--- config.mk ---
export PLATFORM = sky130hd
export DESIGN_NAME = stiu_unit
export DESIGN_NICKNAME = d
export VERILOG_FILES = /design/src/stiu_pkg.sv /design/src/stiu_unit.sv
export VERILOG_INCLUDE_DIRS = /design/src /design/src/src
export SDC_FILE = /design/constraint.sdc
export NUM_CORES = 1
export LEC_CHECK = 0
export BUFFER_PORTS_ARGS = -buffer_cell sky130_fd_sc_hd__buf_2
export CAP_MARGIN = 5
export CORE_MARGIN = 2
export CORE_UTILIZATION = 41
export CTS_BUF_LIST = sky130_fd_sc_hd__clkbuf_2
export CTS_CLUSTER_DIAMETER = 50
export DETAILED_ROUTE_END_ITERATION = 7
export HOLD_SLACK_MARGIN = 0.05
export PLACE_DENSITY = 0.71
export SETUP_SLACK_MARGIN = 0.2
export SLEW_MARGIN = 30
export SYNTH_ARGS = -nofsm -noshare
export SYNTH_HDL_FRONTEND = slang
export SYNTH_SLANG_ARGS = --single-unit
--- constraint.sdc ---
create_clock -name aclk -period 5.2 [get_ports aclk]
set_input_delay 1.04 -clock aclk [delete_from_list [all_inputs] [get_ports aclk]]
set_output_delay 1.04 -clock aclk [all_outputs]
set_load 0.01 [all_outputs]
--- src/stiu_map.svh ---
// Register offsets, field positions, reset values and bus codes of the skip/test unit
`ifndef STIU_MAP_SVH
`define STIU_MAP_SVH

`define STIU_ADDR_CTRL_A     8'h00
`define STIU_ADDR_CTRL_B     8'h04
`define STIU_ADDR_PORT_IDX   8'h08
`define STIU_ADDR_PORT_D     8'h0C
`define STIU_ADDR_IRQ_STAT   8'h10
`define STIU_ADDR_IRQ_MASK   8'h14
`define STIU_ADDR_FLAGS      8'h18

`define STIU_EXT0_MASK_POS   0
`define STIU_PIN_POL_POS     2

`define STIU_EV_SKIP_POS     0
`define STIU_EV_EXT0_POS     1
`define STIU_EV_PORT_POS     2
`define STIU_EV_WIDTH        3

`define STIU_FLG_EXT0_POS    0
`define STIU_FLG_SKIP_POS    1
`define STIU_FLG_PIN_POS     2
`define STIU_FLG_STBY_POS    3

`define STIU_CTRL_RESET      4'h0
`define STIU_IDX_RESET       3'h0
`define STIU_RESP_OKAY       2'h0
`define STIU_RESP_SLVERR     2'h2

`endif

--- src/stiu_pkg.sv ---
// Types shared by the skip/test instruction unit
package stiu_pkg;

   typedef enum logic [2:0]
   {
      STIU_OP_NONE     = 3'b000,
      STIU_OP_SET_PORT = 3'b001,
      STIU_OP_SEQ_IMM  = 3'b010,
      STIU_OP_SEQ_MEM  = 3'b011,
      STIU_OP_TST_EXT0 = 3'b100,
      STIU_OP_TST_PIN  = 3'b101,
      STIU_OP_TST_PD   = 3'b110
   } stiu_op_type;

   typedef struct packed
   {
      stiu_op_type op;
      logic [3:0]  imm;
      logic [3:0]  acc;
      logic [3:0]  mem;
   } stiu_instr_type;

   typedef enum logic [1:0]
   {
      STIU_RD_IDLE = 2'b00,
      STIU_RD_RESP = 2'b01
   } stiu_rd_state_type;

endpackage : stiu_pkg

--- src/stiu_unit.sv ---
// Skip/test instruction unit with AXI4-Lite control registers
//
// What this block does
// RQ1: set_port_d_bit drives high only port D bit selected by index register, 0..7.
// RQ2: skip_equal_immediate skips next instruction when accumulator equals 4-bit immediate.
// RQ3: skip_equal_memory skips next instruction when accumulator equals memory nibble.
// RQ4: With mask bit 0, test_ext0_request on set flag clears it and skips.
// RQ5: ext0_skip_mask_bit sits at bit 0 of interrupt_control_a.
// RQ6: With mask bit 1, test_ext0_request is a no-operation, flag untouched.
// RQ7: Polarity 0: test_ext0_pin_level skips when interrupt pin is low.
// RQ8: Polarity 1: test_ext0_pin_level skips when interrupt pin is high.
// RQ9: pin_polarity_select sits at bit 2 of interrupt_control_b.
// RQ10: test_powerdown_flag skips next instruction when standby_flag is 1.
// RQ11: Skipped instruction is fetched but changes nothing; sequencer advances past it.
`timescale 1ns/1ps
`include "stiu_map.svh"

module stiu_unit #(
   parameter int PORT_BITS = 8
) (
   input  wire logic                   aclk,
   input  wire logic                   aresetn,
   input  wire logic [7:0]             s_axi_awaddr,
   input  wire logic                   s_axi_awvalid,
   output logic                        s_axi_awready,
   input  wire logic [31:0]            s_axi_wdata,
   input  wire logic [3:0]             s_axi_wstrb,
   input  wire logic                   s_axi_wvalid,
   output logic                        s_axi_wready,
   output logic [1:0]                  s_axi_bresp,
   output logic                        s_axi_bvalid,
   input  wire logic                   s_axi_bready,
   input  wire logic [7:0]             s_axi_araddr,
   input  wire logic                   s_axi_arvalid,
   output logic                        s_axi_arready,
   output logic [31:0]                 s_axi_rdata,
   output logic [1:0]                  s_axi_rresp,
   output logic                        s_axi_rvalid,
   input  wire logic                   s_axi_rready,
   input  wire logic                   instr_valid,
   input  wire stiu_pkg::stiu_instr_type instr,
   input  wire logic                   ext0_request_set,
   input  wire logic                   standby_flag,
   input  wire logic                   external_interrupt_pin,
   output logic                        skip_next,
   output logic                        instr_squash,
   output logic                        ext0_request_flag,
   output logic [PORT_BITS-1:0]        port_d_out,
   output logic                        irq
);

   if (PORT_BITS < 2 || PORT_BITS > 8)
   begin : g_bad_width
      $error("PORT_BITS must lie between 2 and 8");
   end

   // Returns register index 0..6, or 7 for an unmapped offset
   function automatic logic [2:0] reg_sel(input logic [7:0] addr);
      if (addr == `STIU_ADDR_CTRL_A) reg_sel = 3'h0;
      else if (addr == `STIU_ADDR_CTRL_B) reg_sel = 3'h1;
      else if (addr == `STIU_ADDR_PORT_IDX) reg_sel = 3'h2;
      else if (addr == `STIU_ADDR_PORT_D) reg_sel = 3'h3;
      else if (addr == `STIU_ADDR_IRQ_STAT) reg_sel = 3'h4;
      else if (addr == `STIU_ADDR_IRQ_MASK) reg_sel = 3'h5;
      else if (addr == `STIU_ADDR_FLAGS) reg_sel = 3'h6;
      else reg_sel = 3'h7;
   endfunction : reg_sel

   // Pin synchroniser; only the second stage is read
   logic pin_meta_reg;
   logic pin_sync_reg;
   always_ff @(posedge aclk)
   begin
      if (!aresetn)
      begin
         pin_meta_reg <= 1'b0;
         pin_sync_reg <= 1'b0;
      end
      else
      begin
         pin_meta_reg <= external_interrupt_pin;
         pin_sync_reg <= pin_meta_reg;
      end
   end

   // Register state
   logic [3:0]                ctrl_a_reg, ctrl_a_next;
   logic [3:0]                ctrl_b_reg, ctrl_b_next;
   logic [2:0]                idx_reg, idx_next;
   logic [PORT_BITS-1:0]      port_reg, port_next;
   logic [`STIU_EV_WIDTH-1:0] stat_reg, stat_next;
   logic [`STIU_EV_WIDTH-1:0] mask_reg, mask_next;
   logic                      ext0_reg, ext0_next;
   logic                      skip_reg, skip_next_val;
   logic                      aw_have_reg, aw_have_next;
   logic                      w_have_reg, w_have_next;
   logic [7:0]                aw_addr_reg, aw_addr_next;
   logic [31:0]               w_data_reg, w_data_next;
   logic [3:0]                w_strb_reg, w_strb_next;
   logic                      bvalid_reg, bvalid_next;
   logic [1:0]                bresp_reg, bresp_next;
   stiu_pkg::stiu_rd_state_type rd_state_reg, rd_state_next;
   logic [31:0]               rdata_reg, rdata_next;
   logic [1:0]                rresp_reg, rresp_next;

   logic                      exec;
   logic                      skip_cond;
   logic                      ext0_clear;
   logic                      port_set;
   logic [`STIU_EV_WIDTH-1:0] events;
   logic                      wr_fire;
   logic [2:0]                wr_sel;
   logic [31:0]               rd_word;

   // Squash the instruction that follows a taken skip
   assign instr_squash = instr_valid & skip_reg; // RQ11
   assign exec         = instr_valid & ~skip_reg; // RQ11

   always_comb
   begin
      skip_cond  = 1'b0;
      ext0_clear = 1'b0;
      port_set   = 1'b0;
      if (exec)
      begin
         case (instr.op)
            stiu_pkg::STIU_OP_SET_PORT: port_set = 1'b1; // RQ1
            stiu_pkg::STIU_OP_SEQ_IMM:  skip_cond = (instr.acc == instr.imm); // RQ2
            stiu_pkg::STIU_OP_SEQ_MEM:  skip_cond = (instr.acc == instr.mem); // RQ3
            stiu_pkg::STIU_OP_TST_EXT0:
            begin
               // Masked test leaves flag and flow alone
               if (!ctrl_a_reg[`STIU_EXT0_MASK_POS] && ext0_reg) // RQ4 RQ5 RQ6
               begin
                  skip_cond  = 1'b1;
                  ext0_clear = 1'b1;
               end
            end
            stiu_pkg::STIU_OP_TST_PIN:
               skip_cond = (pin_sync_reg == ctrl_b_reg[`STIU_PIN_POL_POS]); // RQ7 RQ8 RQ9
            stiu_pkg::STIU_OP_TST_PD:   skip_cond = standby_flag; // RQ10
            default:                    skip_cond = 1'b0;
         endcase
      end
   end

   assign events[`STIU_EV_SKIP_POS] = skip_cond;
   assign events[`STIU_EV_EXT0_POS] = ext0_clear;
   assign events[`STIU_EV_PORT_POS] = port_set;

   assign wr_fire = aw_have_reg & w_have_reg & ~bvalid_reg;
   assign wr_sel  = reg_sel(aw_addr_reg);

   // Write channel and register next values
   always_comb
   begin
      aw_have_next = aw_have_reg;
      w_have_next  = w_have_reg;
      aw_addr_next = aw_addr_reg;
      w_data_next  = w_data_reg;
      w_strb_next  = w_strb_reg;
      bvalid_next  = bvalid_reg;
      bresp_next   = bresp_reg;
      ctrl_a_next  = ctrl_a_reg;
      ctrl_b_next  = ctrl_b_reg;
      idx_next     = idx_reg;
      mask_next    = mask_reg;
      stat_next    = stat_reg;
      if (s_axi_awvalid && !aw_have_reg)
      begin
         aw_have_next = 1'b1;
         aw_addr_next = s_axi_awaddr;
      end
      if (s_axi_wvalid && !w_have_reg)
      begin
         w_have_next = 1'b1;
         w_data_next = s_axi_wdata;
         w_strb_next = s_axi_wstrb;
      end
      if (wr_fire)
      begin
         aw_have_next = 1'b0;
         w_have_next  = 1'b0;
         bvalid_next  = 1'b1;
         bresp_next   = (wr_sel == 3'h7) ? `STIU_RESP_SLVERR : `STIU_RESP_OKAY;
         if (w_strb_reg[0])
         begin
            if (wr_sel == 3'h0) ctrl_a_next = w_data_reg[3:0];
            else if (wr_sel == 3'h1) ctrl_b_next = w_data_reg[3:0];
            else if (wr_sel == 3'h2) idx_next = w_data_reg[2:0];
            else if (wr_sel == 3'h4) stat_next = stat_reg & ~w_data_reg[`STIU_EV_WIDTH-1:0];
            else if (wr_sel == 3'h5) mask_next = w_data_reg[`STIU_EV_WIDTH-1:0];
         end
      end
      else if (bvalid_reg && s_axi_bready)
      begin
         bvalid_next = 1'b0;
      end
      // Set wins over a write-one clear in the same cycle
      stat_next = stat_next | events;
   end

   assign s_axi_awready = ~aw_have_reg;
   assign s_axi_wready  = ~w_have_reg;
   assign s_axi_bvalid  = bvalid_reg;
   assign s_axi_bresp   = bresp_reg;

   // Instruction state next values
   always_comb
   begin
      ext0_next     = ext0_reg;
      skip_next_val = skip_reg;
      if (instr_valid)
      begin
         skip_next_val = skip_cond; // RQ11
      end
      if (ext0_clear)
      begin
         ext0_next = 1'b0; // RQ4
      end
      // A new request outranks the clear by the test
      if (ext0_request_set)
      begin
         ext0_next = 1'b1;
      end
   end

   for (genvar i = 0; i < PORT_BITS; i++)
   begin : g_port
      assign port_next[i] = port_reg[i] | (port_set && idx_reg == 3'(i)); // RQ1
   end

   // Read channel
   always_comb
   begin
      rd_word = 32'h0000_0000;
      case (reg_sel(s_axi_araddr))
         3'h0: rd_word[3:0] = ctrl_a_reg;
         3'h1: rd_word[3:0] = ctrl_b_reg;
         3'h2: rd_word[2:0] = idx_reg;
         3'h3: rd_word[PORT_BITS-1:0] = port_reg;
         3'h4: rd_word[`STIU_EV_WIDTH-1:0] = stat_reg;
         3'h5: rd_word[`STIU_EV_WIDTH-1:0] = mask_reg;
         3'h6:
         begin
            rd_word[`STIU_FLG_EXT0_POS] = ext0_reg;
            rd_word[`STIU_FLG_SKIP_POS] = skip_reg;
            rd_word[`STIU_FLG_PIN_POS]  = pin_sync_reg;
            rd_word[`STIU_FLG_STBY_POS] = standby_flag;
         end
         default: rd_word = 32'h0000_0000;
      endcase
      rd_state_next = rd_state_reg;
      rdata_next    = rdata_reg;
      rresp_next    = rresp_reg;
      case (rd_state_reg)
         stiu_pkg::STIU_RD_IDLE:
         begin
            if (s_axi_arvalid)
            begin
               rd_state_next = stiu_pkg::STIU_RD_RESP;
               rdata_next    = rd_word;
               rresp_next    = (reg_sel(s_axi_araddr) == 3'h7) ? `STIU_RESP_SLVERR : `STIU_RESP_OKAY;
            end
         end
         stiu_pkg::STIU_RD_RESP:
         begin
            if (s_axi_rready)
            begin
               rd_state_next = stiu_pkg::STIU_RD_IDLE;
            end
         end
         default: rd_state_next = stiu_pkg::STIU_RD_IDLE;
      endcase
   end

   assign s_axi_arready = (rd_state_reg == stiu_pkg::STIU_RD_IDLE);
   assign s_axi_rvalid  = (rd_state_reg == stiu_pkg::STIU_RD_RESP);
   assign s_axi_rdata   = rdata_reg;
   assign s_axi_rresp   = rresp_reg;

   always_ff @(posedge aclk)
   begin
      if (!aresetn)
      begin
         ctrl_a_reg   <= `STIU_CTRL_RESET;
         ctrl_b_reg   <= `STIU_CTRL_RESET;
         idx_reg      <= `STIU_IDX_RESET;
         port_reg     <= '0;
         stat_reg     <= '0;
         mask_reg     <= '0;
         ext0_reg     <= 1'b0;
         skip_reg     <= 1'b0;
         aw_have_reg  <= 1'b0;
         w_have_reg   <= 1'b0;
         aw_addr_reg  <= 8'h00;
         w_data_reg   <= 32'h0000_0000;
         w_strb_reg   <= 4'h0;
         bvalid_reg   <= 1'b0;
         bresp_reg    <= `STIU_RESP_OKAY;
         rd_state_reg <= stiu_pkg::STIU_RD_IDLE;
         rdata_reg    <= 32'h0000_0000;
         rresp_reg    <= `STIU_RESP_OKAY;
      end
      else
      begin
         ctrl_a_reg   <= ctrl_a_next;
         ctrl_b_reg   <= ctrl_b_next;
         idx_reg      <= idx_next;
         port_reg     <= port_next;
         stat_reg     <= stat_next;
         mask_reg     <= mask_next;
         ext0_reg     <= ext0_next;
         skip_reg     <= skip_next_val;
         aw_have_reg  <= aw_have_next;
         w_have_reg   <= w_have_next;
         aw_addr_reg  <= aw_addr_next;
         w_data_reg   <= w_data_next;
         w_strb_reg   <= w_strb_next;
         bvalid_reg   <= bvalid_next;
         bresp_reg    <= bresp_next;
         rd_state_reg <= rd_state_next;
         rdata_reg    <= rdata_next;
         rresp_reg    <= rresp_next;
      end
   end

   assign skip_next         = skip_reg;
   assign ext0_request_flag = ext0_reg;
   assign port_d_out        = port_reg;
   assign irq               = |(stat_reg & mask_reg);
endmodule : stiu_unit

* Word level (Yosys, flattened, before mapping) *
Index checks and enable logic that the tools add are counted.

operators by class
  equal/unequal tests = 43
  $lt $le $gt $ge = 0
  muxes and demuxes = 41
  reductions and logical operators = 31
  multipliers = 0
  shifts and indexed selects = 0
  bitwise logic cells = 25
  $add $sub $neg = 0
  div/mod/pow operators = 0

operator list
  cell                                                 number
  equality test 8 x 5 -> 1 bit, second input constant  6
  two-way mux 3 bit                                    16
  equality test 3 bit, second input constant           14
  equality test 8 x 4 -> 1 bit, second input constant  4
  equality test 3 x 2 -> 1 bit, second input constant  7
  one-hot mux 3 bit (7 select lines)                   1
  equality test 8 x 3 -> 1 bit, second input constant  2
  logical NOT 8 bit                                    2
  two-way mux 2 bit                                    8
  equality test 3 x 1 -> 1 bit, second input constant  4
  logical AND 1 bit                                    12
  two-way mux 1 bit                                    12
  logical NOT 3 bit                                    3
  inverter 1 bit                                       9
  equality test 4 bit                                  2
  bitwise OR 1 bit                                     8
  AND reduction 7 bit                                  1
  bitwise AND 3 bit                                    2
  one-hot mux 1 bit (5 select lines)                   1
  AND reduction 5 bit                                  1
  bitwise AND 1 bit                                    4
  two-way mux 4 bit                                    1
  one-hot mux 1 bit (4 select lines)                   1
  one-hot mux 2 bit (2 select lines)                   1
  14 further kinds                                     18

word-level totals
  bits in latches = 0
  bits in read-only memories = 0
  register bits = 59
  RAM bits = 0
  memories kept = 0
  input bits = 78
  output and inout bits = 53

* Logic depth before layout (Yosys ltp) *
  depth in word-level cells = 16
  depth in mapped cells = 7

* Worst setup path after synthesis *
Ideal clock, no wire load.

  path kind = input to register
  start = input port s_axi_araddr[6]
  end = register rdata_reg[4], in the netlist s_axi_rdata[4]
  stages on the path = 5
  path slack = 2.665 ns
  required time = 5.134 ns
  arrival time = 2.470 ns
  path through = or4_1 or3_1 nor3_1 a22oi_1 nor2b_1

between the ends
  word-level cells in the longest chain between the ends = 10

ends and longest elaborated chain
  what                                    RTL line          source
  start: declaration                      stiu_unit.sv:33   input wire logic [7:0] s_axi_araddr,
  equality test 8 x 5 -> 1 bit (no line)  n/a
  two-way mux 1 bit                       stiu_unit.sv:65   else if (addr == `STIU_ADDR_FLAGS) reg_sel = 3'h6;
  two-way mux 2 bit (2 in series)         n/a
  two-way mux 3 bit (3 in series)         n/a
  two-way mux 3 bit *                     n/a
  equality test 3 x 2 -> 1 bit *          stiu_unit.sv:237  case (reg_sel(s_axi_araddr))
  two-way mux 4 bit *                     stiu_unit.sv:237
  end signal: assignment                  stiu_unit.sv:323  rdata_reg <= rdata_next;
  end: declaration                        stiu_unit.sv:103  logic [31:0] rdata_reg, rdata_next;

Every way passes the cells marked *; elsewhere a longest branch is shown, timed or not.
A chain may end at the register's enable or synchronous reset.

* Final worst setup path *
  start = input port instr_valid
  end = output port instr_squash

between the ends
  word-level cells in the longest chain between the ends = 1

ends and longest elaborated chain
  what                RTL line          source
  start: declaration  stiu_unit.sv:40   input wire logic instr_valid,
  bitwise AND 1 bit   stiu_unit.sv:116  assign instr_squash = instr_valid & skip_reg;
  end: declaration    stiu_unit.sv:46   output logic instr_squash,

No other way between the ends.

==> summary.txt <==
Timing
  – Slew HR: 42.4%
  – Final setup fails: 0
  – Worst-case clock skew: 32.3 ps
  – RSZ-0062 raised after global routing: false
  – Final worst slack: 2740 ps
  – Period minus WS final: 2460 ps
  – Sum Neg Setup Slack: 0 ps
  – Peak Freq: 0.406 GHz
  – Worst slew pin tran: 862 ps
  – Pins over their slew limit: 0
  – Fin crit share: 47.3%
  – Final hold violation count: 0

Power
  – Switching power: 207 uW
  – Peak VDD IR: 128 uV
  – Comb pwr share: 14.2%
  – Power Density: 227 nW/um^2
  – Lkg Pwr: 1.39 nW
  – Pint: 525 uW
  – Switch share: 28.3%
  – Clock Power Share: 23.7%
  – Sequential share of power: 62.1%

Clocking
  – Clock Path Buffers: 2
  – Post-cts gate resize count: 0
  – H-Tree Level Count: 2
  – Sinks on Clock Net: 56
  – CTS Root Cell: clkbuf_2
  – CTS tree: built
  – CTS buffer count: 5
  – Setup bufs post-CTS: 0
  – Clock Latency Late Sink: 450 ps
  – CTS Hold Bufs: 0
  – CTS clock-pin slew for the worst setup and hold paths: 270 ps

Route
  – DRT Pass-1 Iters: 6
  – DRT iter0 DRCs: 96
  – Final ANT Viol Nets: 0
  – DRC viols: 0
  – Met1 WL: 2790 um
  – Final WL: 5790 um
  – Via density: 4.86
  – Met3 wire length: 328 um
  – Vias: 2289
  – Drt wl/cell: 12.3 um
  – Met2 Wirelength: 2550 um
  – Top layer in use: met4

Finish
  – Multi-input gate area: 1520 um^2
  – Most frequent cells in the layout: buf_2 (73), dfxtp_1 (56), nor2b_1 (47)
  – Non-filler instance count after layout: 471
  – FILL cells: 694
  – Fin nets: 452
  – Layout Utilization: 47.5%
  – Layout cells sized above 1: 24.0%
  – Sequential cell area: 1120 um^2
  – # diodes: 0
  – Syn-to-layout area delta: 12.5%
  – Final instance area: 3230 um^2
  – Most common cell after layout, fill and taps aside: buf_2

Floorplan
  – Chip width: 87.6 um
  – Die Area: 7680 um^2
  – Die span in y: 87.6 um
  – Initial Util: 42.2%
  – Std-Cell Rows: 30
  – IO Pins: 131
  – Core ar.: 6790 um^2

Placed design
  – Port-buffer cells: 73
  – Pre-CTS setup slack: 2290 ps
  – Placed Area: 3180 um^2
  – Placed cells: 463
  – HPWL Detailed: 4350 um
  – GPL Wtd Cong: 0.848

Logic synthesis
  – Dominant cells by area after synthesis: dfxtp_1 (39%), mux2i_1 (10%), nor2b_1 (10%), buf_4 (6.8%), a21boi_0 (2.1%)
  – Cell taking the most area after synthesis: dfxtp_1
  – Post-synthesis async set-or-reset flop share: 0%
  – Synth warn: 0
  – Ys flop type: dfxtp_1
  – Post-Syn Area: 2870 um^2
  – Post-synth top area share: 39.1%
  – Number of synthesized flops with an enable pin: 0
  – Syn Area/Cell: 9.19 um^2
  – Mapped Cells: 312
  – Sequential share of the synthesized area: 39.1%
  – Netlist cell types: 47
  – Register bit count reported by yosys: 56

Worst setup path
  – Type of the worst setup path: input port to output pin
  – Crit path top cell by count: buf_2
  – Crit Path Max Fanout: 3
  – Worst path arrival time: 1420 ps
  – CP max-delay cell: and2_1
  – Worst Setup End Kind: output pin
  – Worst Path Required: 4160 ps
  – Critical path startpoint category: input port
  – Cell family with most CP delay: buffers and inverters
  – Cell chain of the critical path: buf_2 > and2_1 > buf_2
  – WP buf/inv: 2
  – Crit path largest cell delay: 140 ps

Global routing
  – Gr usage total: 15.6%
  – Number of global-route vias before repair: 2107
  – Global route overflow: 0
  – Largest net degree at the start of global routing: 56
  – Initial antenna violation count: 0
  – First-pass GRT wire length: 9660 um

Flow run
  – Max cap viols: 0

Run status
  – Status: finished, final reports clean

Worst hold path
  – Hold WC Path Type: flop to flop
cells in the mapped netlist, types with 2 or more instances:
cell       instances
dfxtp_1           56
nor2b_1           47
mux2i_1           30
buf_4             26
clkbuf_1          15
inv_1             14
nand2_1           12
o21ai_0           11
a21oi_1            9
a21boi_0           8
nor2_1             8
a31oi_1            7
a22oi_1            6
and2_1             5
nand3_1            5
nand2b_1           4
nor3_1             4
nand3b_1           3
o21a_1             3
or3_1              3
xnor2_1            3
a311oi_1           2
a41oi_1            2
and3_2             2
mux2_2             2
mux4_2             2
o211ai_1           2
o2bb2ai_1          2
worst register-to-register path, cell delays in order, from the launching register on:
cell     delay (ps)
dfxtp_1         370
or3_1           500
nor4_4          510
nor4b_4         480
mux2i_1         240
nor2b_1          60
final timing paths:
kind	cells after the start	from	slack [ps]	to
worst max-delay path	3	instr_valid	2740	instr_squash
worst min-delay path	2	s_axi_rdata[2]	480	s_axi_rdata[2]
worst max register to register	5	aw_addr_reg[7]	2980	ctrl_b_reg[1]
worst min register to register	2	s_axi_rdata[2]	480	s_axi_rdata[2]
power by group through the flow:
stage               clock [mW]  combinational (mW)  sequential, mW
floorplan                    0              0.0865           0.461
global placement             0               0.102           0.462
detailed placement           0               0.104           0.463
CTS                      0.180               0.104           0.455
global route             0.196               0.118           0.458
finish                   0.173               0.104           0.455
layout make-up:
type / count / share of cell area [%]
inverter: 14 / 1.63
clock inverter: 2 / 0.504
multi-input combinational: 224 / 47.1
timing repair buffer: 73 / 11.3
tap: 96 / 3.72
sequential: 56 / 34.8
clock buffer: 6 / 0.931
layer usage:
| metal | track usage [%] | vias to the layer above |
|---|---|---|
| met5 | 0 | - |
| met4 | 5.17 | 0 |
| met3 | 2.92 | 15 |
| met2 | 24.5 | 79 |
| met1 | 21.6 | 1044 |
| li1 | - | 1151 |
metrics by stage:
| stage | power, mW | hold WS, ps |
|---|---|---|
| global placement | 0.564 | 429 |
| CTS | 0.740 | 486 |
| detailed placement | 0.567 | 428 |
| floorplan | 0.547 | 412 |
| global route | 0.772 | 501 |
| finish | 0.732 | 479 |
cell families after synthesis:
group | synth area share [%]
simple gates | 21.9
compound gates | 14.0
buf+inv | 11.2
flops | 39.1
mux | 12.8
xor+xnor | 0.916
other cells | 0.131
Note: power is estimated with default switching activity, not from simulation.
